--- src/pkg/tit_defs.vh ---
// Constants for the triple interval timer: offsets, control fields, modes.
// Assumes inclusion by bare name from the design files.
`ifndef TIT_DEFS_VH
`define TIT_DEFS_VH
`define TIT_ADDR_W        5
`define TIT_OFF_CNT0      5'h14
`define TIT_OFF_CNT1      5'h15
`define TIT_OFF_CNT2      5'h16
`define TIT_OFF_CTRL      5'h17
`define TIT_SEL_HI        7
`define TIT_SEL_LO        6
`define TIT_ACC_HI        5
`define TIT_ACC_LO        4
`define TIT_MODE_HI       3
`define TIT_MODE_LO       1
`define TIT_BCD_BIT       0
`define TIT_RB_CNT_N      5
`define TIT_RB_STA_N      4
`define TIT_SEL_RB        2'h3
`define TIT_ACC_LATCH     2'h0
`define TIT_ACC_LSB       2'h1
`define TIT_ACC_MSB       2'h2
`define TIT_ACC_WORD      2'h3
`define TIT_CTRL_RST      6'h00
`define TIT_CNT_RST       16'h0000
`define TIT_CLK_HZ        100000000
`define TIT_CNT_HZ        10000000
`define TIT_DIV           (`TIT_CLK_HZ / `TIT_CNT_HZ)
`define TIT_DIV_LAST      4'h9
`endif

--- src/hw/tit_sync.v ---
// Three-stage input synchroniser with agreement filter for a pin level.
// Assumes one clock; output changes once stages two and three agree.
`timescale 1ns/1ns
module tit_sync (
    clk,
    rst,
    din,
    dout
);
    input  wire clk;
    input  wire rst;
    input  wire din;
    output reg  dout;
    reg         s1_q;
    reg         s2_q;
    reg         s3_q;
    always @(posedge clk) begin
        if (rst) begin
            s1_q <= 1'b0;
            s2_q <= 1'b0;
            s3_q <= 1'b0;
            dout <= 1'b0;
        end else begin
            s1_q <= din;
            s2_q <= s1_q;
            s3_q <= s2_q;
            if (s2_q == s3_q) begin
                dout <= s3_q;
            end
        end
    end
endmodule

--- src/hw/tit_counter.v ---
// One 16-bit down counter with six modes, binary or decimal counting.
// Assumes a one-cycle count enable tick and a synchronised gate level.
`timescale 1ns/1ns
`include "tit_defs.vh"
module tit_counter (
    clk,
    rst,
    tick,
    gate,
    cfg_wr,
    cfg_mode,
    cfg_bcd,
    load,
    load_val,
    count,
    out,
    null_cnt
);
    input  wire        clk;
    input  wire        rst;
    input  wire        tick;
    input  wire        gate;
    input  wire        cfg_wr;
    input  wire [2:0]  cfg_mode;
    input  wire        cfg_bcd;
    input  wire        load;
    input  wire [15:0] load_val;
    output wire [15:0] count;
    output wire        out;
    output wire        null_cnt;

    reg  [15:0] ce_q;
    reg  [15:0] cr_q;
    reg         out_q;
    reg         nc_q;
    reg         arm_q;
    reg         trig_q;
    reg         gate_q;
    reg         run_q;
    wire [1:0]  m_lo = cfg_mode[1:0];
    wire        periodic = cfg_mode[1];
    wire        rise = gate & ~gate_q;

    // Decrement by one or two with decimal digit borrow
    function [15:0] dec_by;
        input [15:0] v;
        input        bcd;
        input [1:0]  step;
        reg   [15:0] r;
        integer      i;
        begin
            r = v;
            for (i = 0; i < 2; i = i + 1) begin
                if (i < step) begin
                    if (!bcd) begin
                        r = r - 16'h0001;
                    end else if (r[3:0] != 4'h0) begin
                        r[3:0] = r[3:0] - 4'h1;
                    end else if (r[7:4] != 4'h0) begin
                        r[7:0] = {r[7:4] - 4'h1, 4'h9};
                    end else if (r[11:8] != 4'h0) begin
                        r[11:0] = {r[11:8] - 4'h1, 8'h99};
                    end else if (r[15:12] != 4'h0) begin
                        r = {r[15:12] - 4'h1, 12'h999};
                    end else begin
                        r = 16'h9999;
                    end
                end
            end
            dec_by = r;
        end
    endfunction

    wire [15:0] ce_m1 = dec_by(ce_q, cfg_bcd, 2'd1);
    wire [15:0] ce_m2 = dec_by(ce_q, cfg_bcd, 2'd2);
    wire [15:0] sq_ld = {cr_q[15:1], 1'b0};

    assign count    = ce_q;
    assign out      = out_q;
    assign null_cnt = nc_q;

    always @(posedge clk) begin
        if (rst) begin
            ce_q   <= `TIT_CNT_RST;
            cr_q   <= `TIT_CNT_RST;
            out_q  <= 1'b1;
            nc_q   <= 1'b0;
            arm_q  <= 1'b0;
            trig_q <= 1'b0;
            gate_q <= 1'b0;
            run_q  <= 1'b0;
        end else begin
            gate_q <= gate;
            if (rise) begin
                trig_q <= 1'b1;
            end
            if (cfg_wr) begin
                out_q <= (cfg_mode == 3'd0) ? 1'b0 : 1'b1;
                run_q <= 1'b0;
                arm_q <= 1'b0;
            end else if (load) begin
                cr_q <= load_val;
                nc_q <= 1'b1;
                arm_q <= 1'b1;
                if (cfg_mode == 3'd0) begin
                    out_q <= 1'b0;
                end
            end else if (tick) begin
                trig_q <= rise;
                if (!periodic && cfg_mode[0]) begin
                    // Modes 1 and 5 load only on a trigger
                    if (trig_q) begin
                        ce_q  <= cr_q;
                        nc_q  <= 1'b0;
                        run_q <= 1'b1;
                        if (cfg_mode[2] == 1'b0) begin
                            out_q <= 1'b0;
                        end else begin
                            out_q <= 1'b1;
                        end
                    end else if (run_q) begin
                        ce_q <= ce_m1;
                        if (ce_q == 16'h0001) begin
                            run_q <= 1'b0;
                            out_q <= cfg_mode[2] ? 1'b0 : 1'b1;
                        end else begin
                            // Mode 1 holds low while running, mode 5 high
                            out_q <= cfg_mode[2];
                        end
                    end else begin
                        out_q <= 1'b1;
                        ce_q  <= ce_m1;
                    end
                end else if (arm_q || (periodic && rise)) begin
                    ce_q  <= (m_lo == 2'b11) ? sq_ld : cr_q;
                    nc_q  <= 1'b0;
                    arm_q <= 1'b0;
                    run_q <= 1'b1;
                    out_q <= (cfg_mode != 3'h0);
                end else if (periodic) begin
                    if (gate) begin
                        if (m_lo == 2'b10) begin
                            // Divide by N with one low clock
                            if (ce_q == 16'h0002) begin
                                out_q <= 1'b0;
                                ce_q  <= ce_m1;
                            end else if (ce_q == 16'h0001) begin
                                out_q <= 1'b1;
                                ce_q  <= cr_q;
                            end else begin
                                ce_q <= ce_m1;
                            end
                        end else begin
                            // Odd count: extra count spent in high half
                            if (cr_q[0] && out_q && ce_q == sq_ld) begin
                                ce_q <= ce_m1;
                            end else if (ce_q == 16'h0002 ||
                                (ce_q == 16'h0001 && cr_q[0] && out_q)) begin
                                out_q <= ~out_q;
                                ce_q  <= sq_ld;
                            end else begin
                                ce_q <= ce_m2;
                            end
                        end
                    end else begin
                        out_q <= 1'b1;
                    end
                end else if (gate) begin
                    // Modes 0 and 4 count while the gate is high
                    ce_q <= ce_m1;
                    if (cfg_mode[2]) begin
                        out_q <= !(run_q && ce_q == 16'h0001);
                        if (ce_q == 16'h0001) begin
                            run_q <= 1'b0;
                        end
                    end else if (ce_q == 16'h0001) begin
                        out_q <= 1'b1;
                    end
                end
            end
        end
    end
endmodule

--- src/hw/tit_top.v ---
// Triple interval timer: three down counters, control byte, latch logic.
// Assumes a byte register port and gate levels from a board gate register.
`timescale 1ns/1ns
`include "tit_defs.vh"
module tit_top (
    clk,
    rst,
    addr,
    wdata,
    wr,
    rd,
    rdata,
    gate_pin,
    out0,
    out2
);
    input  wire                   clk;
    input  wire                   rst;
    input  wire [`TIT_ADDR_W-1:0] addr;
    input  wire [7:0]             wdata;
    input  wire                   wr;
    input  wire                   rd;
    output reg  [7:0]             rdata;
    input  wire [2:0]             gate_pin;
    output reg                    out0;
    output reg                    out2;

    reg  [3:0]  div_q;
    reg         tick_q;
    reg  [5:0]  cfg_q   [0:2];
    reg  [7:0]  lsb_q   [0:2];
    reg  [15:0] hold_q  [0:2];
    reg  [7:0]  stat_q  [0:2];
    reg  [2:0]  hlat_q;
    reg  [2:0]  slat_q;
    reg  [2:0]  rtog_q;
    reg  [2:0]  wtog_q;
    reg  [2:0]  cfg_wr_q;
    reg  [2:0]  ld_q;
    reg  [15:0] ldv_q   [0:2];
    reg         out1_q;
    wire [2:0]  gate_s;
    wire [15:0] cnt     [0:2];
    wire [2:0]  outs;
    wire [2:0]  ncs;
    wire [2:0]  ticks;

    // Address decode used by both read and write paths
    function [2:0] ctr_hit;
        input [`TIT_ADDR_W-1:0] a;
        begin
            ctr_hit = 3'b000;
            if (a == `TIT_OFF_CNT0) ctr_hit = 3'b001;
            if (a == `TIT_OFF_CNT1) ctr_hit = 3'b010;
            if (a == `TIT_OFF_CNT2) ctr_hit = 3'b100;
        end
    endfunction

    wire [2:0] whit = wr ? ctr_hit(addr) : 3'b000;
    wire [2:0] rhit = rd ? ctr_hit(addr) : 3'b000;
    wire       cwr  = wr && (addr == `TIT_OFF_CTRL);
    wire [1:0] sel  = wdata[`TIT_SEL_HI:`TIT_SEL_LO];
    wire [1:0] acc  = wdata[`TIT_ACC_HI:`TIT_ACC_LO];
    wire       rb   = cwr && (sel == `TIT_SEL_RB);

    // Ten-to-one divider gives the 10MHz counting rate
    always @(posedge clk) begin
        if (rst) begin
            div_q  <= 4'h0;
            tick_q <= 1'b0;
        end else begin
            tick_q <= (div_q == `TIT_DIV_LAST);
            div_q  <= (div_q == `TIT_DIV_LAST) ? 4'h0 : div_q + 4'h1;
        end
    end

    // Third counter only steps when the second wraps its output low
    assign ticks[0] = tick_q;
    assign ticks[1] = tick_q;
    assign ticks[2] = tick_q && out1_q && !outs[1];

    genvar g;
    generate
        for (g = 0; g < 3; g = g + 1) begin : ctr
            tit_sync u_sync (
                .clk  (clk),
                .rst  (rst),
                .din  (gate_pin[g]),
                .dout (gate_s[g])
            );
            tit_counter u_ctr (
                .clk      (clk),
                .rst      (rst),
                .tick     (ticks[g]),
                .gate     (gate_s[g]),
                .cfg_wr   (cfg_wr_q[g]),
                .cfg_mode (cfg_q[g][3:1]),
                .cfg_bcd  (cfg_q[g][0]),
                .load     (ld_q[g]),
                .load_val (ldv_q[g]),
                .count    (cnt[g]),
                .out      (outs[g]),
                .null_cnt (ncs[g])
            );
        end
    endgenerate

    integer k;
    always @(posedge clk) begin
        if (rst) begin
            for (k = 0; k < 3; k = k + 1) begin
                cfg_q[k]  <= `TIT_CTRL_RST;
                lsb_q[k]  <= 8'h00;
                hold_q[k] <= `TIT_CNT_RST;
                stat_q[k] <= 8'h00;
                ldv_q[k]  <= `TIT_CNT_RST;
            end
            hlat_q   <= 3'b000;
            slat_q   <= 3'b000;
            rtog_q   <= 3'b000;
            wtog_q   <= 3'b000;
            cfg_wr_q <= 3'b000;
            ld_q     <= 3'b000;
            rdata    <= 8'h00;
            out0     <= 1'b1;
            out2     <= 1'b1;
            out1_q   <= 1'b1;
        end else begin
            out0     <= outs[0];
            out2     <= outs[2];
            // Sampled on ticks only, so the fall is still seen at next step
            if (tick_q) begin
                out1_q <= outs[1];
            end
            cfg_wr_q <= 3'b000;
            ld_q     <= 3'b000;
            rdata    <= 8'h00;
            for (k = 0; k < 3; k = k + 1) begin
                // Control byte for one counter
                if (cwr && !rb && sel == k[1:0]) begin
                    if (acc == `TIT_ACC_LATCH) begin
                        if (!hlat_q[k]) begin
                            hold_q[k] <= cnt[k];
                            hlat_q[k] <= 1'b1;
                        end
                    end else begin
                        // Mode code kept whole; counter treats 6 and 7 as modes 2 and 3
                        cfg_q[k]    <= wdata[5:0];
                        cfg_wr_q[k] <= 1'b1;
                        rtog_q[k]   <= 1'b0;
                        wtog_q[k]   <= 1'b0;
                        hlat_q[k]   <= 1'b0;
                        slat_q[k]   <= 1'b0;
                    end
                end
                // Readback latches all picked counters at once
                if (rb && wdata[k+1]) begin
                    if (!wdata[`TIT_RB_CNT_N] && !hlat_q[k]) begin
                        hold_q[k] <= cnt[k];
                        hlat_q[k] <= 1'b1;
                    end
                    if (!wdata[`TIT_RB_STA_N] && !slat_q[k]) begin
                        stat_q[k] <= {outs[k], ncs[k], cfg_q[k]};
                        slat_q[k] <= 1'b1;
                    end
                end
                // Count writes
                if (whit[k]) begin
                    case (cfg_q[k][5:4])
                        `TIT_ACC_LSB: begin
                            ldv_q[k] <= {8'h00, wdata};
                            ld_q[k]  <= 1'b1;
                        end
                        `TIT_ACC_MSB: begin
                            ldv_q[k] <= {wdata, 8'h00};
                            ld_q[k]  <= 1'b1;
                        end
                        `TIT_ACC_WORD: begin
                            if (!wtog_q[k]) begin
                                lsb_q[k] <= wdata;
                            end else begin
                                ldv_q[k] <= {wdata, lsb_q[k]};
                                ld_q[k]  <= 1'b1;
                            end
                            wtog_q[k] <= ~wtog_q[k];
                        end
                        default: begin
                            ld_q[k] <= 1'b0;
                        end
                    endcase
                end
                // Reads: status first, then held or live count
                if (rhit[k]) begin
                    if (slat_q[k]) begin
                        rdata     <= stat_q[k];
                        slat_q[k] <= 1'b0;
                    end else begin
                        case (cfg_q[k][5:4])
                            `TIT_ACC_MSB: begin
                                rdata <= hlat_q[k] ? hold_q[k][15:8]
                                                   : cnt[k][15:8];
                                hlat_q[k] <= 1'b0;
                            end
                            `TIT_ACC_WORD: begin
                                if (!rtog_q[k]) begin
                                    rdata <= hlat_q[k] ? hold_q[k][7:0]
                                                       : cnt[k][7:0];
                                end else begin
                                    rdata <= hlat_q[k] ? hold_q[k][15:8]
                                                       : cnt[k][15:8];
                                    hlat_q[k] <= 1'b0;
                                end
                                rtog_q[k] <= ~rtog_q[k];
                            end
                            default: begin
                                rdata <= hlat_q[k] ? hold_q[k][7:0]
                                                   : cnt[k][7:0];
                                hlat_q[k] <= 1'b0;
                            end
                        endcase
                    end
                end
            end
        end
    end
endmodule

--- config.mk ---
export PLATFORM = sky130hd
export DESIGN_NAME = tit_top
export DESIGN_NICKNAME = d
export VERILOG_FILES = /design/src/hw/tit_sync.v /design/src/hw/tit_counter.v /design/src/hw/tit_top.v
export VERILOG_INCLUDE_DIRS = /design/src /design/src/pkg
export SDC_FILE = /design/constraint.sdc
export NUM_CORES = 1
export LEC_CHECK = 0
export BUFFER_PORTS_ARGS = -buffer_cell sky130_fd_sc_hd__buf_4
export CAP_MARGIN = 20
export CORE_ASPECT_RATIO = 0.5
export CORE_MARGIN = 4
export CORE_UTILIZATION = 60
export CTS_CLUSTER_DIAMETER = 40
export DETAILED_ROUTE_END_ITERATION = 7
export PLACE_DENSITY = 0.76
export SETUP_SLACK_MARGIN = 0.2
export SYNTH_ARGS = -nofsm -noshare
export SYNTH_HDL_FRONTEND = slang
export SYNTH_HIERARCHICAL = 1
export SYNTH_SLANG_ARGS = --single-unit
export TNS_END_PERCENT = 5
--- constraint.sdc ---
create_clock -name clk -period 5.5 [get_ports clk]
set_input_delay 0.55 -clock clk [delete_from_list [all_inputs] [get_ports clk]]
set_output_delay 0.55 -clock clk [all_outputs]
set_load 0.02 [all_outputs]
==> metrics.yaml <==
fmax_mhz: 260
grt_pass1_vias: 18600
endpoint_kind: "flip-flop"
yosysUniqueCellTypes: 106
required_ns: 5.96
yosysTopAreaCellShare: 0.231
fillers: 2852
die-area_sq_um: 38300
antennaDiodeCount: 0
via_count: 20500
p_leak_nw: 7.97
drive_above_1_share: 0.0949
cpMaxStageDelayCell: "edfxtp_1"
avgSynthCellArea_sq_um: 8.54
initial_core_util: 0.610
async_flop_share: 0
grt_max_degree: 57
yosysMostFrequentCell: "nand2_1"
htreeDepth: 2
setup_viol: 0
slowest_delay_ns: 0.81
multi_input_area_sq_um: 12100
gp_congestion: 1.03
wl_per_cell_microns: 25.3
synth_top_cell_by_area: "edfxtp_1"
drc: 0
viasPerCell: 7.03
cts_tree: "built"
finClkSkew_ns: 0.0192
dp_cells: 2849
synth_top_flop_cell: "edfxtp_1"
synth_seq_cells: 322
yosys-top-cells-count: "nand2_1 (279), a21oi_1 (193), nor2_1 (183)"
cts-resized-gates: 0
rows: 48
clk_latency_ns: 0.56
dr.pass1.iters: 6
cts_root_buf: "clkbuf_16"
antenna_found_initial: 1
drt_wl_total_microns: 74000
dp_hpwl_microns: 52200
finalWorstSetupSlack_ns: 1.66
synth.area.top_cells: "edfxtp_1 (23%), dfxtp_1 (15%), nand2_1 (5.0%), a21oi_1 (4.6%), nor2_1 (3.3%)"
dp_slack_ns: 1.74
synth_fp_nets: 2512
postCtsHoldBufs: 0
slew_viol_final: 0
tightest_slew_ns: 1.08
powerDensity_nw_per_um2: 269
seqCellArea_sq_um: 8070
ys_warn_count: 6
io_buffers: 29
synthesis.area_sq_um: 21100
hold_viol_final: 0
grt-ovfl-total: 0
critical_path.max_fanout: 30
grt_first_pass_wirelength_microns: 113000
reg2reg_depth: 8
syn_to_final_growth_pct: 8.90
maxCapViolations: 0
relSlewSlack: 0.282
cp.depth: 8
core_sq_um: 34500
tns_ns: 0
grt_usage: 0.375
ant_nets: 0
numCtsBuffers: 37
cts_setup_buffers: 0
synth.yosys.seq_area_share: 0.383
finalNonFillerCells: 2919
cts_sinks: 322
synth-edff-count: 162
clkSlewWorstSetupHoldPaths_ns: 0.07
first_iter_violations: 3414
whs_ns: 0.207
crit_family: "simple AND/OR/NAND/NOR gates"
ios: 30
die_x_microns: 273
dieHeight_microns: 140
synth_cells: 2464
cts.path.max_buffers: 3
path_buf_inv: 0
nets: 2463
vdd_ir_drop_max_mv: 0.295
path_class: "reg -> reg"
utilization: 0.664
status: "finished clean"
critPathArrivalTime_ns: 4.30
hold_path_class: "in -> reg"
finalCriticalPeriod_ns: 3.84
fin_crit_sh: 0.698
crit_chain: "or3_1, a211oi_1, xnor2_1, nand3_1, nor4_1, a21oi_1, nand4b_1, a311oi_1"
min_path_cells: 2
start_kind: "flip-flop"
grt_setup_unrepaired: "false"
==> cells in the final DEF (no fill, tap or decap), drive strengths merged, types with 48 or more instances in the layout <==
master,instances
edfxtp,162
nor4,58
o211ai,53
buf,81
a21oi,194
o21ai,143
nand3,74
mux2i,67
inv,53
and2,92
xor2,48
nor3,91
dfxtp,160
nand2,279
nor2,186
==> sequential cells by signal (all words and copies together), names as in the netlist, 4 cells and up <==
| signal | count |
|---|---|
| cfg_q | 18 |
| ctr.u_ctr/count | 48 |
| ctr.u_ctr/cr_q | 48 |
| div_q | 4 |
| hold_q | 48 |
| ldv_q | 48 |
| lsb_q | 24 |
| rdata | 8 |
| stat_q | 24 |
==> per-layer routing <==
metal | track usage | vias to the layer above | routed length, microns
met1 | 0.542 | 9711 | 31000
met3 | 0.0988 | 245 | 9360
met4 | 0.135 | 0 | 3140
li1 | - | 9180 | -
met5 | 0 | - | 0
met2 | 0.543 | 1399 | 30500
==> final cells by class <==
class | instances | area share
inverters | 50 | 0.00819
clock inverters | 25 | 0.0146
repair buffers | 81 | 0.0267
multi-input cells | 1923 | 0.528
flip-flops and latches | 322 | 0.352
well taps | 475 | 0.0259
clock buffers | 43 | 0.0450
==> per-stage QoR <==
step,power (mW),area [sq um]
floorplan,3.18,21100
finish,6.16,22900
global route,6.33,22900
detailed placement,3.44,21500
global placement,3.44,21500
CTS,6.14,22900
==> worst paths after layout <==
kind / start / to / slack, ns
setup / recovery: cfg_q[0][6]$_DFFE_PP_ / ctr[1].u_ctr/count[15]$_SDFFE_PP0P_ / 1.66
hold / removal: gate_pin[1] / ctr[1].u_sync/s1_q$_SDFF_PP0_ / 0.21
setup reg to reg: cfg_q[0][6]$_DFFE_PP_ / ctr[1].u_ctr/count[15]$_SDFFE_PP0P_ / 1.66
hold reg to reg: ctr[1].u_sync/s1_q$_SDFF_PP0_ / ctr[1].u_sync/s2_q$_SDFF_PP0_ / 0.44
==> where the power goes <==
group          internal, mW  switching (mW)  total (mW)  leakage, nW
sequential             2.56          0.0387        2.60         2.99
clock                  1.55            1.18        2.73        0.668
combinational         0.242           0.587       0.828         4.32
total                  4.36            1.81        6.16         7.97
==> cell families (layout without fill, tap and decap cells) <==
logic type | Yosys count | count (layout) | share of synthesized area
XOR/XNOR | 92 | 92 | 0.0383
flip-flops | 322 | 322 | 0.383
AND/OR/NAND/NOR | 1003 | 1003 | 0.245
AO/OA/AOI/OAI | 723 | 723 | 0.236
adder cells (fa/ha/maj) | 28 | 28 | 0.0166
multiplexers | 77 | 77 | 0.0372
buffers and inverters | 219 | 199 | 0.0439
No activity file was read; power rests on OpenSTA's default activity.
